<file path="config.mk">
export PLATFORM = sky130hd
export DESIGN_NAME = pesc_port_regs
export DESIGN_NICKNAME = d
export VERILOG_FILES = /design/src/rtl/pesc_shaper.v /design/src/rtl/pesc_port_regs.v
export VERILOG_INCLUDE_DIRS = /design/src /design/src/rtl
export SDC_FILE = /design/constraint.sdc
export NUM_CORES = 1
export LEC_CHECK = 0
export ABC_AREA = 1
export ABC_CLOCK_PERIOD_IN_PS = 5800
export BUFFER_PORTS_ARGS = -buffer_cell sky130_fd_sc_hd__buf_2
export CAP_MARGIN = 20
export CORE_MARGIN = 2
export CORE_UTILIZATION = 55
export CTS_BUF_LIST = sky130_fd_sc_hd__clkbuf_2 sky130_fd_sc_hd__clkbuf_4 sky130_fd_sc_hd__clkbuf_8
export CTS_CLUSTER_DIAMETER = 40
export DETAILED_ROUTE_END_ITERATION = 10
export PLACE_DENSITY_LB_ADDON = 0.1
export SLEW_MARGIN = 0
export SYNTH_ARGS = -nofsm -noshare
export SYNTH_HDL_FRONTEND = slang
export SYNTH_SLANG_ARGS = --single-unit
</file>
<file path="constraint.sdc">
create_clock -name pclk -period 5.8 [get_ports pclk]
set_input_delay 0 -clock pclk [delete_from_list [all_inputs] [get_ports pclk]]
set_output_delay 0 -clock pclk [all_outputs]
set_load 0.05 [all_outputs]
</file>
<file path="src/rtl/pesc_regs.vh">
`ifndef PESC_REGS_VH
`define PESC_REGS_VH

// ----------------------------------------------------------------------------
// Register indices (byte address is index times four)
// ----------------------------------------------------------------------------
`define PESC_IDX_EGRESS_RATE    14'h050A
`define PESC_IDX_CABLE_DIAG     14'h0510
`define PESC_IDX_CABLE_TEST     14'h0530
`define PESC_IDX_SPECIAL_CTRL   14'h0531
`define PESC_IDX_INT_STATUS     14'h0540
`define PESC_IDX_INT_MASK       14'h0541
`define PESC_IDX_PORT_CTRL      14'h0542

// ----------------------------------------------------------------------------
// Field positions
// ----------------------------------------------------------------------------
`define PESC_RATE_W             4
`define PESC_DIAG_SHORT10       15
`define PESC_DIAG_RES_HI        14
`define PESC_DIAG_RES_LO        13
`define PESC_DIAG_RUN           12
`define PESC_DIAG_FORCE         11
`define PESC_DIAG_PSAVE_OFF     10
`define PESC_DIAG_LOOP          9
`define PESC_DIAG_FAULT_HI      8
`define PESC_TEST_RUN           15
`define PESC_TEST_RES_HI        14
`define PESC_TEST_RES_LO        13
`define PESC_TEST_SHORT10       12
`define PESC_SPC_FORCE          12
`define PESC_SPC_PSAVE_OFF      11
`define PESC_SPC_LOOP           10
`define PESC_SPC_FAULT_HI       8
`define PESC_CTRL_MULTIQ        0
`define PESC_EV_TEST_DONE       0
`define PESC_EV_CABLE_FAULT     1
`define PESC_EV_W               2

// ----------------------------------------------------------------------------
// Reset values and codes
// ----------------------------------------------------------------------------
`define PESC_RATE_RST           16'h0000
`define PESC_RATE_UNLIMITED     4'h0
`define PESC_RATE_ABOVE_10M     4'h9
`define PESC_PSAVE_OFF_RST      1'b1
`define PESC_MULTIQ_RST         1'b1
`define PESC_RES_NORMAL         2'b00
`define PESC_CLK_KHZ            125000

`endif

</file>
<file path="src/rtl/pesc_shaper.v">
`timescale 1ns/1ns
`include "pesc_regs.vh"

module pesc_shaper #(
  parameter CLK_KHZ = `PESC_CLK_KHZ,
  parameter CW      = 25
) (
  input  wire                    pclk,       // Core clock
  input  wire                    presetn,    // Async reset, active low
  input  wire [`PESC_RATE_W-1:0] rate_code,  // Effective rate code
  input  wire                    byte_sent,  // One byte left this queue
  output reg                     tx_allow_q  // Queue may send
);

  localparam integer       COST_I = 8 * CLK_KHZ;
  localparam signed [CW:0] COST   = COST_I[CW:0];
  localparam signed [CW:0] CMAX   = {COST[CW-1:0], 1'b0};

  reg        [16:0]   rate_kbps;
  reg signed [CW-1:0] credit_q;
  reg signed [CW-1:0] credit_d;
  reg signed [CW:0]   sum;

  // --------------------------------------------------------------------------
  // Rate table in kbit/s
  // --------------------------------------------------------------------------
  always @* begin
    case (rate_code)
      4'h1:    rate_kbps = 17'd64;
      4'h2:    rate_kbps = 17'd128;
      4'h3:    rate_kbps = 17'd256;
      4'h4:    rate_kbps = 17'd512;
      4'h5:    rate_kbps = 17'd1000;
      4'h6:    rate_kbps = 17'd2000;
      4'h7:    rate_kbps = 17'd4000;
      4'h8:    rate_kbps = 17'd8000;
      4'h9:    rate_kbps = 17'd16000;
      4'hA:    rate_kbps = 17'd32000;
      4'hB:    rate_kbps = 17'd48000;
      4'hC:    rate_kbps = 17'd64000;
      4'hD:    rate_kbps = 17'd72000;
      4'hE:    rate_kbps = 17'd80000;
      4'hF:    rate_kbps = 17'd88000;
      default: rate_kbps = 17'd0;
    endcase
  end

  // --------------------------------------------------------------------------
  // Token bucket: earn rate each cycle, pay 8*clk_khz per byte
  // --------------------------------------------------------------------------
  always @* begin
    sum      = {credit_q[CW-1], credit_q} + $signed({{(CW-16){1'b0}}, rate_kbps});
    if (byte_sent)
      sum = sum - COST;
    if (sum > CMAX)
      sum = CMAX;
    if (sum < -CMAX)
      sum = -CMAX;
    credit_d = sum[CW-1:0];
    if (rate_code == `PESC_RATE_UNLIMITED)
      credit_d = CMAX[CW-1:0];
  end

  always @(posedge pclk or negedge presetn) begin
    if (!presetn) begin
      credit_q   <= {CW{1'b0}};
      tx_allow_q <= 1'b1;
    end else begin
      credit_q   <= credit_d;
      tx_allow_q <= (rate_code == `PESC_RATE_UNLIMITED) || !credit_d[CW-1];
    end
  end

endmodule // pesc_shaper

</file>
<file path="src/rtl/pesc_port_regs.v">
`timescale 1ns/1ns
`include "pesc_regs.vh"

module pesc_port_regs #(
  parameter NQ      = 4,
  parameter CLK_KHZ = `PESC_CLK_KHZ
) (
  input  wire          pclk,             // Core clock, 125 MHz
  input  wire          presetn,          // Async reset, active low
  input  wire          psel,             // APB select
  input  wire          penable,          // APB enable
  input  wire          pwrite,           // APB write
  input  wire [15:0]   paddr,            // APB byte address
  input  wire [31:0]   pwdata,           // APB write data
  output reg  [31:0]   prdata,           // APB read data
  output reg           pready,           // APB ready
  output reg           pslverr,          // APB error, unmapped address
  output reg           irq,              // Level interrupt
  input  wire          phy_speed_100,    // PHY link speed is 100 Mbit/s
  input  wire          phy_test_done,    // PHY cable test done level
  input  wire          phy_short10,      // PHY short under ten metres
  input  wire [1:0]    phy_result,       // PHY cable test result
  input  wire [8:0]    phy_fault_count,  // PHY fault distance count
  output reg           phy_test_start,   // Cable test start pulse
  output reg           phy_force_link,   // Force link pass pulse
  output reg           phy_psave_off,    // Power saving disabled
  output reg           phy_remote_loop,  // PMD/PMA loopback
  input  wire [NQ-1:0] q_byte_sent,      // Scheduler sent a byte per queue
  output wire [NQ-1:0] q_tx_allow        // Queue may send, per queue
);

  localparam SW = 14;

  // --------------------------------------------------------------------------
  // State
  // --------------------------------------------------------------------------
  reg  [15:0]           rate_q;
  reg                   multiq_q;
  reg                   run_q;
  reg                   short10_q;
  reg  [1:0]            result_q;
  reg  [8:0]            fault_q;
  reg  [`PESC_EV_W-1:0] sts_q;
  reg  [`PESC_EV_W-1:0] mask_q;
  reg  [SW-1:0]         sync1_q;
  reg  [SW-1:0]         sync2_q;
  reg                   done_d1_q;
  reg  [31:0]           rdata_d;
  reg                   hit_d;
  reg  [`PESC_EV_W-1:0] sts_d;
  reg  [NQ*`PESC_RATE_W-1:0] eff_rate;
  reg  [NQ*`PESC_RATE_W-1:0] eff_rate_q;
  reg  [`PESC_EV_W-1:0] sts_seen_q;
  reg  [`PESC_RATE_W-1:0]    code;

  wire                  s_speed_100;
  wire                  s_done;
  wire                  s_short10;
  wire [1:0]            s_result;
  wire [8:0]            s_fault;
  wire                  done_rise;
  wire                  setup;
  wire                  access;
  wire                  wr;
  wire                  rd;
  wire [13:0]           widx;
  wire                  start_req;
  wire                  force_req;
  wire                  wr_mask;
  wire [`PESC_EV_W-1:0] mask_d;

  integer               i;

  // --------------------------------------------------------------------------
  // PHY input synchroniser
  // --------------------------------------------------------------------------
  always @(posedge pclk or negedge presetn) begin
    if (!presetn) begin
      sync1_q   <= {SW{1'b0}};
      sync2_q   <= {SW{1'b0}};
      done_d1_q <= 1'b0;
    end else begin
      sync1_q   <= {phy_speed_100, phy_test_done, phy_short10, phy_result, phy_fault_count};
      sync2_q   <= sync1_q;
      done_d1_q <= s_done;
    end
  end

  // Result bundle is only taken on the done edge, after it has settled
  assign s_speed_100 = sync2_q[13];
  assign s_done      = sync2_q[12];
  assign s_short10   = sync2_q[11];
  assign s_result    = sync2_q[10:9];
  assign s_fault     = sync2_q[8:0];
  // Gated by run so a done edge while idle cannot disturb the results
  assign done_rise   = s_done && !done_d1_q && run_q;

  // --------------------------------------------------------------------------
  // APB decode
  // --------------------------------------------------------------------------
  assign setup  = psel && !penable;
  assign access = psel && penable && pready;
  assign wr     = access && pwrite && !pslverr;
  assign rd     = access && !pwrite && !pslverr;
  assign widx   = paddr[15:2];

  assign start_req = wr && (widx == `PESC_IDX_CABLE_TEST) && pwdata[`PESC_TEST_RUN];
  assign force_req = wr && (((widx == `PESC_IDX_CABLE_DIAG) && pwdata[`PESC_DIAG_FORCE]) ||
                            ((widx == `PESC_IDX_SPECIAL_CTRL) && pwdata[`PESC_SPC_FORCE]));
  assign wr_mask   = wr && (widx == `PESC_IDX_INT_MASK);
  // Mask applies in the cycle it is written, so irq never lags a mask write
  assign mask_d    = wr_mask ? pwdata[`PESC_EV_W-1:0] : mask_q;

  // --------------------------------------------------------------------------
  // Read mux
  // --------------------------------------------------------------------------
  always @* begin
    rdata_d = 32'h0000_0000;
    // Misaligned offsets never hit, whatever the index
    hit_d   = (paddr[1:0] == 2'b00);
    case (widx)
      `PESC_IDX_EGRESS_RATE: begin
        rdata_d[15:0] = rate_q;
      end
      `PESC_IDX_CABLE_DIAG: begin
        rdata_d[`PESC_DIAG_SHORT10]                     = short10_q;
        rdata_d[`PESC_DIAG_RES_HI:`PESC_DIAG_RES_LO]    = result_q;
        rdata_d[`PESC_DIAG_RUN]                         = run_q;
        rdata_d[`PESC_DIAG_FORCE]                       = phy_force_link;
        rdata_d[`PESC_DIAG_PSAVE_OFF]                   = phy_psave_off;
        rdata_d[`PESC_DIAG_LOOP]                        = phy_remote_loop;
        rdata_d[`PESC_DIAG_FAULT_HI:0]                  = fault_q;
      end
      `PESC_IDX_CABLE_TEST: begin
        rdata_d[`PESC_TEST_RUN]                         = run_q;
        rdata_d[`PESC_TEST_RES_HI:`PESC_TEST_RES_LO]    = result_q;
        rdata_d[`PESC_TEST_SHORT10]                     = short10_q;
      end
      `PESC_IDX_SPECIAL_CTRL: begin
        rdata_d[`PESC_SPC_FORCE]                        = phy_force_link;
        rdata_d[`PESC_SPC_PSAVE_OFF]                    = phy_psave_off;
        rdata_d[`PESC_SPC_LOOP]                         = phy_remote_loop;
        rdata_d[`PESC_SPC_FAULT_HI:0]                   = fault_q;
      end
      `PESC_IDX_INT_STATUS: begin
        rdata_d[`PESC_EV_W-1:0] = sts_q;
      end
      `PESC_IDX_INT_MASK: begin
        rdata_d[`PESC_EV_W-1:0] = mask_q;
      end
      `PESC_IDX_PORT_CTRL: begin
        rdata_d[`PESC_CTRL_MULTIQ] = multiq_q;
      end
      default: begin
        hit_d = 1'b0;
      end
    endcase
  end

  // --------------------------------------------------------------------------
  // APB answer: zero wait states, registered
  // --------------------------------------------------------------------------
  always @(posedge pclk or negedge presetn) begin
    if (!presetn) begin
      pready  <= 1'b0;
      pslverr <= 1'b0;
      prdata  <= 32'h0000_0000;
    end else begin
      pready  <= setup;
      pslverr <= setup && !hit_d;
      if (setup && !pwrite)
        prdata <= hit_d ? rdata_d : 32'h0000_0000;
      else if (access)
        prdata <= 32'h0000_0000;
    end
  end

  // --------------------------------------------------------------------------
  // Software-written controls
  // --------------------------------------------------------------------------
  always @(posedge pclk or negedge presetn) begin
    if (!presetn) begin
      rate_q          <= `PESC_RATE_RST;
      multiq_q        <= `PESC_MULTIQ_RST;
      mask_q          <= {`PESC_EV_W{1'b0}};
      phy_psave_off   <= `PESC_PSAVE_OFF_RST;
      phy_remote_loop <= 1'b0;
      phy_force_link  <= 1'b0;
    end else begin
      // One-cycle pulse, so the force bit reads back as one only once
      phy_force_link <= force_req;
      if (wr) begin
        case (widx)
          `PESC_IDX_EGRESS_RATE: begin
            rate_q <= pwdata[15:0];
          end
          `PESC_IDX_CABLE_DIAG: begin
            phy_psave_off   <= pwdata[`PESC_DIAG_PSAVE_OFF];
            phy_remote_loop <= pwdata[`PESC_DIAG_LOOP];
          end
          `PESC_IDX_SPECIAL_CTRL: begin
            phy_psave_off   <= pwdata[`PESC_SPC_PSAVE_OFF];
            phy_remote_loop <= pwdata[`PESC_SPC_LOOP];
          end
          `PESC_IDX_INT_MASK: begin
            mask_q <= pwdata[`PESC_EV_W-1:0];
          end
          `PESC_IDX_PORT_CTRL: begin
            multiq_q <= pwdata[`PESC_CTRL_MULTIQ];
          end
          default: begin
            mask_q <= mask_q;
          end
        endcase
      end
    end
  end

  // --------------------------------------------------------------------------
  // Cable test sequencing and captured results
  // --------------------------------------------------------------------------
  always @(posedge pclk or negedge presetn) begin
    if (!presetn) begin
      run_q          <= 1'b0;
      short10_q      <= 1'b0;
      result_q       <= `PESC_RES_NORMAL;
      fault_q        <= 9'h000;
      phy_test_start <= 1'b0;
    end else begin
      // A start while a test runs is dropped: one pulse per test
      phy_test_start <= start_req && !run_q;
      if (start_req && !run_q)
        run_q <= 1'b1;
      else if (done_rise)
        run_q <= 1'b0;
      if (done_rise) begin
        short10_q <= s_short10;
        result_q  <= s_result;
        fault_q   <= s_fault;
      end
    end
  end

  // --------------------------------------------------------------------------
  // Interrupt status: set wins over read-clear
  // --------------------------------------------------------------------------
  // Only bits already shown in the read data are cleared; an event landing
  // between setup and access stays pending for the next read
  always @(posedge pclk or negedge presetn) begin
    if (!presetn) begin
      sts_seen_q <= {`PESC_EV_W{1'b0}};
    end else if (setup && !pwrite && (widx == `PESC_IDX_INT_STATUS)) begin
      sts_seen_q <= sts_q;
    end
  end

  always @* begin
    sts_d = sts_q;
    if (rd && (widx == `PESC_IDX_INT_STATUS))
      sts_d = sts_q & ~sts_seen_q;
    if (done_rise) begin
      sts_d[`PESC_EV_TEST_DONE] = 1'b1;
      if (s_result != `PESC_RES_NORMAL)
        sts_d[`PESC_EV_CABLE_FAULT] = 1'b1;
    end
  end

  always @(posedge pclk or negedge presetn) begin
    if (!presetn) begin
      sts_q <= {`PESC_EV_W{1'b0}};
      irq   <= 1'b0;
    end else begin
      sts_q <= sts_d;
      irq   <= |(sts_d & mask_d);
    end
  end

  // --------------------------------------------------------------------------
  // Effective rate code per queue
  // --------------------------------------------------------------------------
  always @* begin
    eff_rate = {NQ*`PESC_RATE_W{1'b0}};
    code     = `PESC_RATE_UNLIMITED;
    for (i = 0; i < NQ; i = i + 1) begin
      code = rate_q[i*`PESC_RATE_W +: `PESC_RATE_W];
      if (!s_speed_100 && (code >= `PESC_RATE_ABOVE_10M))
        code = `PESC_RATE_UNLIMITED;
      if (!multiq_q && (i != 0))
        code = `PESC_RATE_UNLIMITED;
      eff_rate[i*`PESC_RATE_W +: `PESC_RATE_W] = code;
    end
  end

  // --------------------------------------------------------------------------
  // Effective codes registered: cuts the path from the synchroniser and
  // the rate register into the shaper adders
  // --------------------------------------------------------------------------
  always @(posedge pclk or negedge presetn) begin
    if (!presetn) begin
      eff_rate_q <= {NQ*`PESC_RATE_W{1'b0}};
    end else begin
      eff_rate_q <= eff_rate;
    end
  end

  // --------------------------------------------------------------------------
  // Per-queue shapers
  // --------------------------------------------------------------------------
  genvar g;
  generate
    for (g = 0; g < NQ; g = g + 1) begin : g_q
      pesc_shaper #(
        .CLK_KHZ (CLK_KHZ)
      ) u_shaper (
        .pclk       (pclk),
        .presetn    (presetn),
        .rate_code  (eff_rate_q[g*`PESC_RATE_W +: `PESC_RATE_W]),
        .byte_sent  (q_byte_sent[g]),
        .tx_allow_q (q_tx_allow[g])
      );
    end
  endgenerate

endmodule // pesc_port_regs

</file>
* Word level (Yosys, flattened, before mapping) *
Memory sizes are Yosys's and may differ from the RTL's.
Cells that the tools add are included.

storage, ports and cells
  register bits after elaboration = 224
  bits in read-only memories = 896
  bits of input ports = 71
  memories = 4
  logic and storage cells = 161

cells by class
  order comparisons = 12
  bitwise operators = 3
  muxes and demuxes = 42
  add/subtract/negate cells = 8
  equality and inequality tests = 7
  reduce and logical (&&, ||, !) cells = 56

memory list
  name             depth  width  rd ports  clocked after Yosys merged registers in  write ports  RTL line          text
  (no name shown)  16     14     1         0                                        0            pesc_shaper.v:28  case (rate_code)
  (no name shown)  16     14     1         0                                        0            pesc_shaper.v:28
  (no name shown)  16     14     1         0                                        0            pesc_shaper.v:28
  (no name shown)  16     14     1         0                                        0            pesc_shaper.v:28

operators with widths
  kind                    number
  $mux 26                 8
  $mux 25                 8
  $add 25x18->26          4
  $gt 26x22->1 const B    4
  $lt 26x22->1 const B    4
  $sub 26x21->26 const B  4
  $eq 14x11->1 const B    7
  $mux 32                 2
  $mux 4                  7
  $logic_and 1x1->1       24
  $ge 4x4->1 const B      4
  $logic_not 4->1         4
  $mux 16                 1
  $pmux 7 s2              1
  $logic_not 1->1         11
  $pmux 3 s3              1
  $pmux 1 s4              2
  $reduce_and 2->1        4
  $reduce_bool 2->1       4
  $reduce_or 7->1         1
  $mux 2                  3
  $pmux 1 s2              3
  $pmux 2 s3              1
  $logic_or 1x1->1        5
  other kinds (6)         11

* Logic depth before layout (Yosys ltp) *
Gate-level depths: netlist of run 1.
An unclocked memory read counts as a cell.

  depth in word-level cells = 11
  depth in mapped cells = 37
  depth with buffers taken out = 36

* Modules after synthesis *
Synthesis of run 1 repeated with hierarchy kept, for this count alone.

unflattened totals
  cells, all modules = 2,731
  area, all modules = 17,668.2 um^2

by module, submodules not included
  module                             cells an instance  instances  area each (um^2)
  pesc_shaper (g_q[1].u_shaper ...)  571                3          3,319.4
  pesc_port_regs                     452                1          4,396.7
  pesc_shaper (g_q[0].u_shaper)      566                1          3,313.2

* Worst setup path before layout of run 1 *
No wires, ideal clock.

  kind = reg-to-reg
  from = register eff_rate_q[9]
  to = register g_q[2].u_shaper.credit_q[19]
  path slack = 1,798 ps
  data required time = 5,679 ps
  arrival = 3,881 ps
  cell stages (with the launch flop) = 37
  path buffers = 1
  setup time = 121 ps
  cells stage by stage = dfrtp_1 -> inv_1 -> ha_1 -> nand2_1 -> nor2_1 -> ha_1 -> inv_1 -> fa_1 -> inv_1 -> nand3_1 -> nand2_1 -> nand2_1 -> nand2_1 -> inv_1 -> ha_1 -> or2_2 -> o21ai_0 -> o21ai_0 -> nand2_1 -> nor2_1 -> nor2_1 -> nor2_1 -> nand3_1 -> nand2_1 -> nand2_1 -> nand4_1 -> nand2_1 -> nand2_4 -> nand3_1 -> nand2_1 -> nand2_1 -> nand2_1 -> nand2_2 -> nand2_4 -> buf_12 -> nand2_2 -> nand2_1

on the way
  cells in the longest elaborated chain, start to end = 9

RTL lines
  item                              RTL line              text
  from (decl)                       pesc_port_regs.v:52   reg [NQ*`PESC_RATE_W-1:0] eff_rate_q;
  from (signal assigned)            pesc_port_regs.v:300  eff_rate_q <= {NQ*`PESC_RATE_W{1'b0}};
  from (signal assigned)            pesc_port_regs.v:302  eff_rate_q <= eff_rate;
  $mem_v2 16x14                     n/a
  $add 25x18->26                    pesc_shaper.v:52      sum = {credit_q[CW-1], credit_q} + $signed({{(CW-16){1'b0}}, rate_kbps});
  $sub 26x21->26                    pesc_shaper.v:54      sum = sum - COST;
  $mux 26                           pesc_shaper.v:53      if (byte_sent)
  $gt 26x22->1                      pesc_shaper.v:55      if (sum > CMAX)
  $mux 26                           pesc_shaper.v:55
  $lt 26x22->1                      pesc_shaper.v:57      if (sum < -CMAX)
  $mux 25                           pesc_shaper.v:57
  $mux 25 (*)                       pesc_shaper.v:60      if (rate_code == `PESC_RATE_UNLIMITED)
  via g_q[2].u_shaper.credit_d[19]  pesc_shaper.v:21      reg signed [CW-1:0] credit_d;
  to (signal assigned)              pesc_shaper.v:66      credit_q <= {CW{1'b0}};
  to (signal assigned)              pesc_shaper.v:69      credit_q <= credit_d;
  to (decl)                         pesc_shaper.v:20      reg signed [CW-1:0] credit_q;

The timed path passes the listed nets; every way through them passes the cells marked *.
A chain may end at the register's enable or synchronous reset.

* Final worst setup path of run 1 *
  from = register eff_rate_q[10]
  to = register g_q[2].u_shaper.credit_q[3]

The elaborated chain is that of the path after synthesis.

==> impl_metrics.json, run 1 <==
{
  "fin_cells": 2761,
  "io_pins": 114,
  "die_x_um": 171.8,
  "crit_path_frequent_cell": "nand2_1",
  "startpoint_type": "flip-flop",
  "ir_worst_vdd_mv": 0.3232,
  "rr_worst_depth": 34,
  "netlist_instances": 2263,
  "fp.dieH_um": 171.8,
  "gp_congestion": 0.8986,
  "crit_arrival_ns": 5.15,
  "drtIter0Drc": 780,
  "grt_pass1_wl_mm": 62.07,
  "ys_async_sr_fraction_pct": 100.0,
  "syn_area_per_cell_sq_um": 6.840,
  "ctsResizeCount": 0,
  "via_per_inst": 5.229,
  "synth_cell_types": 62,
  "io_buffers": 81,
  "layout.nets": 2541,
  "multi_input_area_sq_um": 9144,
  "worst_clock_skew_ns": 0.01419,
  "hpwl_mm": 28.46,
  "startpoint": "eff_rate_q[10]",
  "path_class": "reg -> reg",
  "relSlewSlack_pct": 35.72,
  "worstMarginPinSlew_ns": 0.9619,
  "drv_cap": 0,
  "power_density_nw_per_um2": 450.4,
  "hold_ws_ns": 0.02322,
  "worstSetupEndpoint": "g_q[2].u_shaper.credit_q[3]",
  "cts_sinks": 196,
  "seq_area_sq_um": 4912,
  "slew_violations": 0,
  "cp-end-kind": "flip-flop",
  "synth_seq_cells": 196,
  "antenna_found_initial": 1,
  "cts_tree": "yes",
  "status": "complete, no violations",
  "busiest_layer": "met2",
  "crit_fanout": 18,
  "slowest_delay_ns": 0.59,
  "fmaxAchievable_ghz": 0.2093,
  "finalCritPeriodShare_pct": 82.36,
  "grt_pass1_vias": 13780,
  "finalSetupViolCount": 0,
  "start_util_pct": 55.72,
  "gr-usage-all-layers_pct": 25.84,
  "path_clk_slew_ns": 0.11,
  "grt-ovfl-total": 0,
  "final_common_cell": "nand2_1",
  "wl_per_cell_um": 13.10,
  "period_needed_ns": 4.777,
  "drive_above_1_share_pct": 10.57,
  "yosysSeqAreaShare_pct": 31.74,
  "hp-class": "in -> reg",
  "finalHoldViolCount": 0,
  "core_area_sq_um": 27780,
  "synth_area_sq_um": 15480,
  "yosysWarningCount": 0,
  "p_leak_nw": 8.979,
  "h-tree-depth": 4,
  "clk_latency_ns": 0.49,
  "r2r_end": "g_q[2].u_shaper.credit_q[3]",
  "cts_buffers": 17,
  "diodes": 0,
  "clk_path_buf_depth": 2,
  "routed_wirelength_mm": 36.16,
  "drc": 0,
  "rrSetupSlack_ns": 1.02,
  "crit_required_ns": 6.18,
  "grt_max_degree": 124,
  "rsz0062_at_grt": "no",
  "vias": 14440,
  "finalSetupTns_ns": 0,
  "synth-edff-count": 0,
  "place_inst": 2691,
  "ys.flop_type": "dfrtp_1",
  "num_rows": 61,
  "nFillCells": 2646,
  "firstDrtPassIters": 5,
  "final_cell_mix": "nand2_1, inv_1, nor2_1",
  "r2r_start": "eff_rate_q[10]",
  "cts_root_buf": "clkbuf_8",
  "die-area_sq_um": 29500,
  "syn2layout_area_growth_pct": 9.797,
  "drt.antenna.violating_nets": 0,
  "power.total_mw": 7.654,
  "met1_usage_pct": 33.44,
  "cpMaxStageDelayCell": "dfrtp_1",
  "gr-usage-met3_pct": 2.692,
  "met2_usage_pct": 45.77
}
==> report_power, final <==
| group | switching, mW | total [mW] | internal (mW) |
|---|---|---|---|
| sequential | 0.182 | 1.88 | 1.70 |
| clock | 0.578 | 0.929 | 0.351 |
| combinational | 3.31 | 4.85 | 1.54 |
| total | 4.07 | 7.65 | 3.58 |
==> critical path: cells and delay by family (launching register included) <==
kind	cells	cell delay, ns
DFF	1	0.59
and+or+nand+nor	25	2.51
adders and majority gates	2	0.71
AOI/OAI and AO/OA	2	0.39
buffers and inverters	5	0.47
==> timing repair <==
action                                 4_1_cts  5_1_grt
endpoints found under the hold margin      165        0
buffers inserted                             0        0
hold buffers                                38        0
==> routing by layer <==
metal | vias up | wire length (um) | share of wire [%]
met5 | - | 13 | 0.036
met4 | 2 | 773 | 2.1
met3 | 59 | 1224 | 3.4
met2 | 285 | 17660 | 49
met1 | 6680 | 16490 | 46
li1 | 7411 | - | -
==> kinds of logic (layout without fill, tap and decap cells) <==
| kind of cell | count (synthesis) | in the layout | synth area share, % |
|---|---|---|---|
| xor gates and xnor gates | 71 | 71 | 4.308 |
| adders and majority gates | 100 | 100 | 8.277 |
| and+or+nand+nor | 1244 | 1244 | 35.24 |
| muxes | 4 | 4 | 0.2748 |
| buffers and inverters | 371 | 476 | 9.587 |
| other | 1 | 16 | 0.02423 |
| AOI/OAI and AO/OA | 276 | 276 | 10.55 |
| DFF | 196 | 196 | 31.74 |
==> per-stage QoR <==
step / instance area, sq um / setup WS [ns] / util (%)
final: 17000 / 1.023 / 61.17
after global routing: 17000 / 0.4411 / 61.17
after CTS: 17000 / 1.018 / 61.17
after detailed placement: 16170 / 1.048 / 58.22
after global placement: 16170 / 1.120 / 58.22
after floorplan: 15530 / 1.798 / -
==> synth_stat cells (all sizes together), types with 5 or more instances <==
library cell	number	area share, %
a211oi	5	0.24
a21oi	101	3.7
a221oi	5	0.28
a22oi	8	0.39
a31oi	7	0.28
buf	23	1.1
clkbuf	26	0.63
clkinv	6	0.15
dfrtp	190	31
dfstp	6	1.0
ha	96	7.8
inv	316	7.7
nand2	711	18
nand3	177	6.3
nand3b	14	0.68
nand4	32	1.3
nor2	246	6.3
nor3	42	1.5
nor4	8	0.36
o21a	7	0.34
o21ai	115	4.0
o22ai	11	0.44
or2	7	0.28
xnor2	22	1.2
xor2	49	3.1
==> cell type report <==
cell class              instances  share of cell area (%)
clock buffers                  18                   1.458
clock inverters                14                   1.134
inverters                     322                   7.112
multi-input cells            1711                   53.80
flip-flops and latches        196                   28.90
well taps                     378                   2.783
repair buffers                122                   4.807
==> flip-flops by register name, indices dropped and copies added (netlist names), 2 cells and up <==
signal and cells:
fault_q 9, rate_q 16, prdata 16, eff_rate_q 16, sts_seen_q 2, sync2_q 14, mask_q 2, sync1_q 14
g_q.u_shaper.tx_allow_q 4, sts_q 2, result_q 2, g_q.u_shaper.credit_q 88
==> how the worst min path moves through the flow <==
stage | from | to | slack, ns | cells past startpoint
floorplan | presetn | done_d1_q | -0.30 | 0
global placement | phy_speed_100 | sync1_q[13] | 0.11 | 1
detailed placement | phy_speed_100 | sync1_q[13] | 0.11 | 1
CTS | paddr[3] | phy_test_start | 0.001 | 4
global route | paddr[3] | phy_test_start | 0.03 | 4
finish | paddr[3] | phy_test_start | 0.02 | 4
Note: power is estimated with default switching activity, not from simulation.
==> run 2, diff against run 1 <==
- ABC_AREA: 1 -> 0
- ABC_CLOCK_PERIOD_IN_PS: 5800 -> 4700
- clock period: 5.8 -> 4.7 ns (I/O delays scaled with it)
==> run 2 against run 1 <==
Effect of this change: the flow now finishes with violations (negative setup slack); fmax decreased by 1.4%; power decreased by 60%; flip-flop and latch count unchanged; global-route usage increased by 4.6 points; sequential power decreased by 9%; synthesized cell count decreased by 14%; largest cell class unchanged.
==> impl_metrics.json, run 2 <==
{
  "crit_arrival_ns": 5.20,
  "status": "complete, but fails checks",
  "vias": 16660,
  "drive_above_1_share_pct": 32.42,
  "gp_congestion": 0.9033,
  "cp-end-kind": "flip-flop",
  "largest_reg_flops": 88,
  "synth_top_area_share_pct": 28.70,
  "worstMarginPinSlew_ns": 0.9636,
  "antenna_found_initial": 1,
  "synth-edff-count": 0,
  "firstDrtPassIters": 5,
  "layout.nets": 2484,
  "synth_top_cell_by_area": "dfrtp_1",
  "fin_area_sq_um": 21660,
  "drc": 0,
  "switching_share_pct": 26.31,
  "p_sw_uw": 798.1,
  "ys_async_sr_fraction_pct": 100.0,
  "grt_max_degree": 106,
  "startpoint_type": "flip-flop",
  "core_area_sq_um": 29640,
  "rrSetupSlack_ns": -0.14,
  "layout_setup_ws_ns": -0.1426,
  "ir_worst_vdd_mv": 0.1443,
  "cts_tree": "yes",
  "worstSetupEndpoint": "g_q[2].u_shaper.credit_q[6]",
  "start_util_pct": 55.89,
  "via_per_inst": 6.133,
  "die_x_um": 177.6,
  "relSlewSlack_pct": 35.76,
  "fp.dieH_um": 177.6,
  "hold_ws_ns": 0.05623,
  "worst_clock_skew_ns": 0.01794,
  "finalCritPeriodShare_pct": 103.0,
  "p_leak_nw": 9.675,
  "post-route-util_pct": 73.07,
  "synth_seq_cells": 196,
  "violations": "negative setup slack",
  "path_clk_slew_ns": 0.11,
  "hpwl_mm": 36.47,
  "slew_violations": 0,
  "hp-class": "in -> reg",
  "path_class": "reg -> reg",
  "drt.antenna.violating_nets": 0,
  "clockPowerShare_pct": 36.1,
  "routed_wirelength_mm": 49.69,
  "die-area_sq_um": 31520,
  "finalHoldViolCount": 0,
  "p_seq_share_pct": 56.3,
  "gr-usage-all-layers_pct": 30.48,
  "yosysSeqAreaShare_pct": 29.65,
  "power.internal_mw": 2.235,
  "ys.flop_type": "dfrtp_1",
  "grt-ovfl-total": 0,
  "io_pins": 114,
  "p_comb_share_pct": 7.6,
  "grt_pass1_vias": 15780,
  "fmaxAchievable_ghz": 0.2065,
  "grt_pass1_wl_mm": 77.47,
  "crit_fanout": 5,
  "drv_cap": 0,
  "synth.most_common_cell": "dfrtp_1",
  "drtIter0Drc": 1064,
  "synth_area_leaders": "dfrtp_1, ha_1, xnor2_1",
  "final_common_cell": "buf_4",
  "r2r_start": "eff_rate_q[8]",
  "syn_area_per_cell_sq_um": 8.557,
  "num_rows": 63,
  "rr_worst_depth": 19,
  "r2r_end": "g_q[2].u_shaper.credit_q[6]",
  "netlist_instances": 1936,
  "finalSetupViolCount": 30,
  "h-tree-depth": 4,
  "clk_latency_ns": 0.48,
  "synthTopCellsByCount": "dfrtp_1, nand2_1, a21oi_1",
  "startpoint": "eff_rate_q[8]",
  "clk_path_buf_depth": 2,
  "syn2layout_area_growth_pct": 30.73,
  "synth_cell_types": 106,
  "period_needed_ns": 4.843,
  "rsz0062_at_grt": "yes",
  "io_buffers": 81,
  "synth_area_sq_um": 16570,
  "largest-register": "g_q.u_shaper.credit_q",
  "cts_root_buf": "clkbuf_8",
  "dpl_cell_area_sq_um": 19220,
  "cts_sinks": 196,
  "power_density_nw_per_um2": 140.1,
  "yosysWarningCount": 0,
  "final_cell_mix": "buf_4, dfrtp_1, nand2_1",
  "diodes": 0,
  "cts_buffers": 17,
  "crit_required_ns": 5.06,
  "wl_per_cell_um": 18.30
}
[run 2: cell count changes after synthesis, sizes merged, moves of 22 or more]
| cell | change |
|---|---|
| a211oi | +26 |
| a21o | +37 |
| a31oi | +27 |
| and2 | +43 |
| and3 | +34 |
| clkbuf | +42 |
| inv | -225 |
| mux2 | +22 |
| nand2 | -547 |
| nand3 | -112 |
| nor2 | -135 |
| o211ai | +27 |
| xnor2 | +61 |
[run 2: per-stage QoR]
stage / setup slack (ns) / power [mW] / setup TNS, ns / instances
after floorplan: -0.07684 / 1.842 / -0.07684 / 1951
after global placement: -0.1695 / 1.929 / -4.197 / 2594
after detailed placement: -0.2117 / 1.931 / -7.541 / 2594
after CTS: -0.08377 / 3.045 / -0.1383 / 2680
after global routing: -0.2495 / 3.144 / -9.334 / 2716
final: -0.1426 / 3.033 / -2.066 / 2716
[run 2: worst min-delay path by stage]
stage                         startpoint  slack, ns                           to  cells past startpoint
after floorplan                  presetn      -0.30                    done_d1_q                      0
after global placement     phy_test_done       0.11                  sync1_q[12]                      1
after detailed placement   phy_test_done       0.11                  sync1_q[12]                      1
after CTS                 q_byte_sent[0]     0.0007  g_q[0].u_shaper.credit_q[6]                      3
after global routing      q_byte_sent[0]       0.06  g_q[0].u_shaper.credit_q[7]                      3
final                     q_byte_sent[0]       0.06  g_q[0].u_shaper.credit_q[7]                      3
[run 2: area by class of cell]
type | instances | area, sq um
tap | 390 | 488.0
fill | 2209 | 7983
clock inverter | 11 | 117.6
clock buffer | 21 | 264.0
inverter | 91 | 341.6
sequential | 196 | 4916
timing repair buffer | 452 | 3367
multi-input combinational | 1555 | 12160
[run 2: per-layer routing]
metal / global-route usage (%) / wire, um / up-vias
met5: 0 / 14 / -
met4: 11.61 / 1646 / 2
met3: 3.342 / 2284 / 114
met2: 51.91 / 24350 / 521
met1: 39.82 / 21400 / 8077
li1: - / - / 7942
[run 2: kinds of logic after synthesis]
| logic type | synth area share [%] |
|---|---|
| AND/OR/NAND/NOR | 20.68 |
| AO/OA/AOI/OAI | 26.09 |
| buffers and inverters | 5.189 |
| flip-flops | 29.65 |
| XOR/XNOR | 6.662 |
| adder cells (fa/ha/maj) | 7.734 |
| multiplexers | 3.973 |
| other | 0.02264 |
[run 2: power by group through the flow]
stage,Clock (mW),Combinational [mW],Sequential [mW]
after floorplan,0,0.103,1.74
after global placement,0,0.190,1.74
after detailed placement,0,0.192,1.74
after CTS,1.12,0.221,1.71
after global routing,1.19,0.251,1.71
final,1.10,0.231,1.71
[run 2: timing repair]
action                                  in CTS  in global routing
cloned                                       1                  3
buffers inserted                            16                 34
endpoints found under the setup margin      67                 72
hold buffers                                38                  0
resized for setup                           69                206
hold endpoints to repair                   143                  0
pin swaps                                   44                 81
[run 2: critical path: stages (launching register included)]
cell,delay [ns]
dfrtp_2,0.44
inv_2,0.09
ha_4,0.20
mux4_2,0.53
ha_4,0.28
and3b_2,0.23
buf_4,0.14
o211ai_1,0.22
buf_4,0.18
a21oi_2,0.05
a311o_2,0.43
or4_4,0.48
a21oi_4,0.25
buf_6,0.14
o31ai_4,0.08
xor2_1,0.18
o2111ai_2,0.21
a32oi_4,0.38
buf_6,0.18
nor2_4,0.03
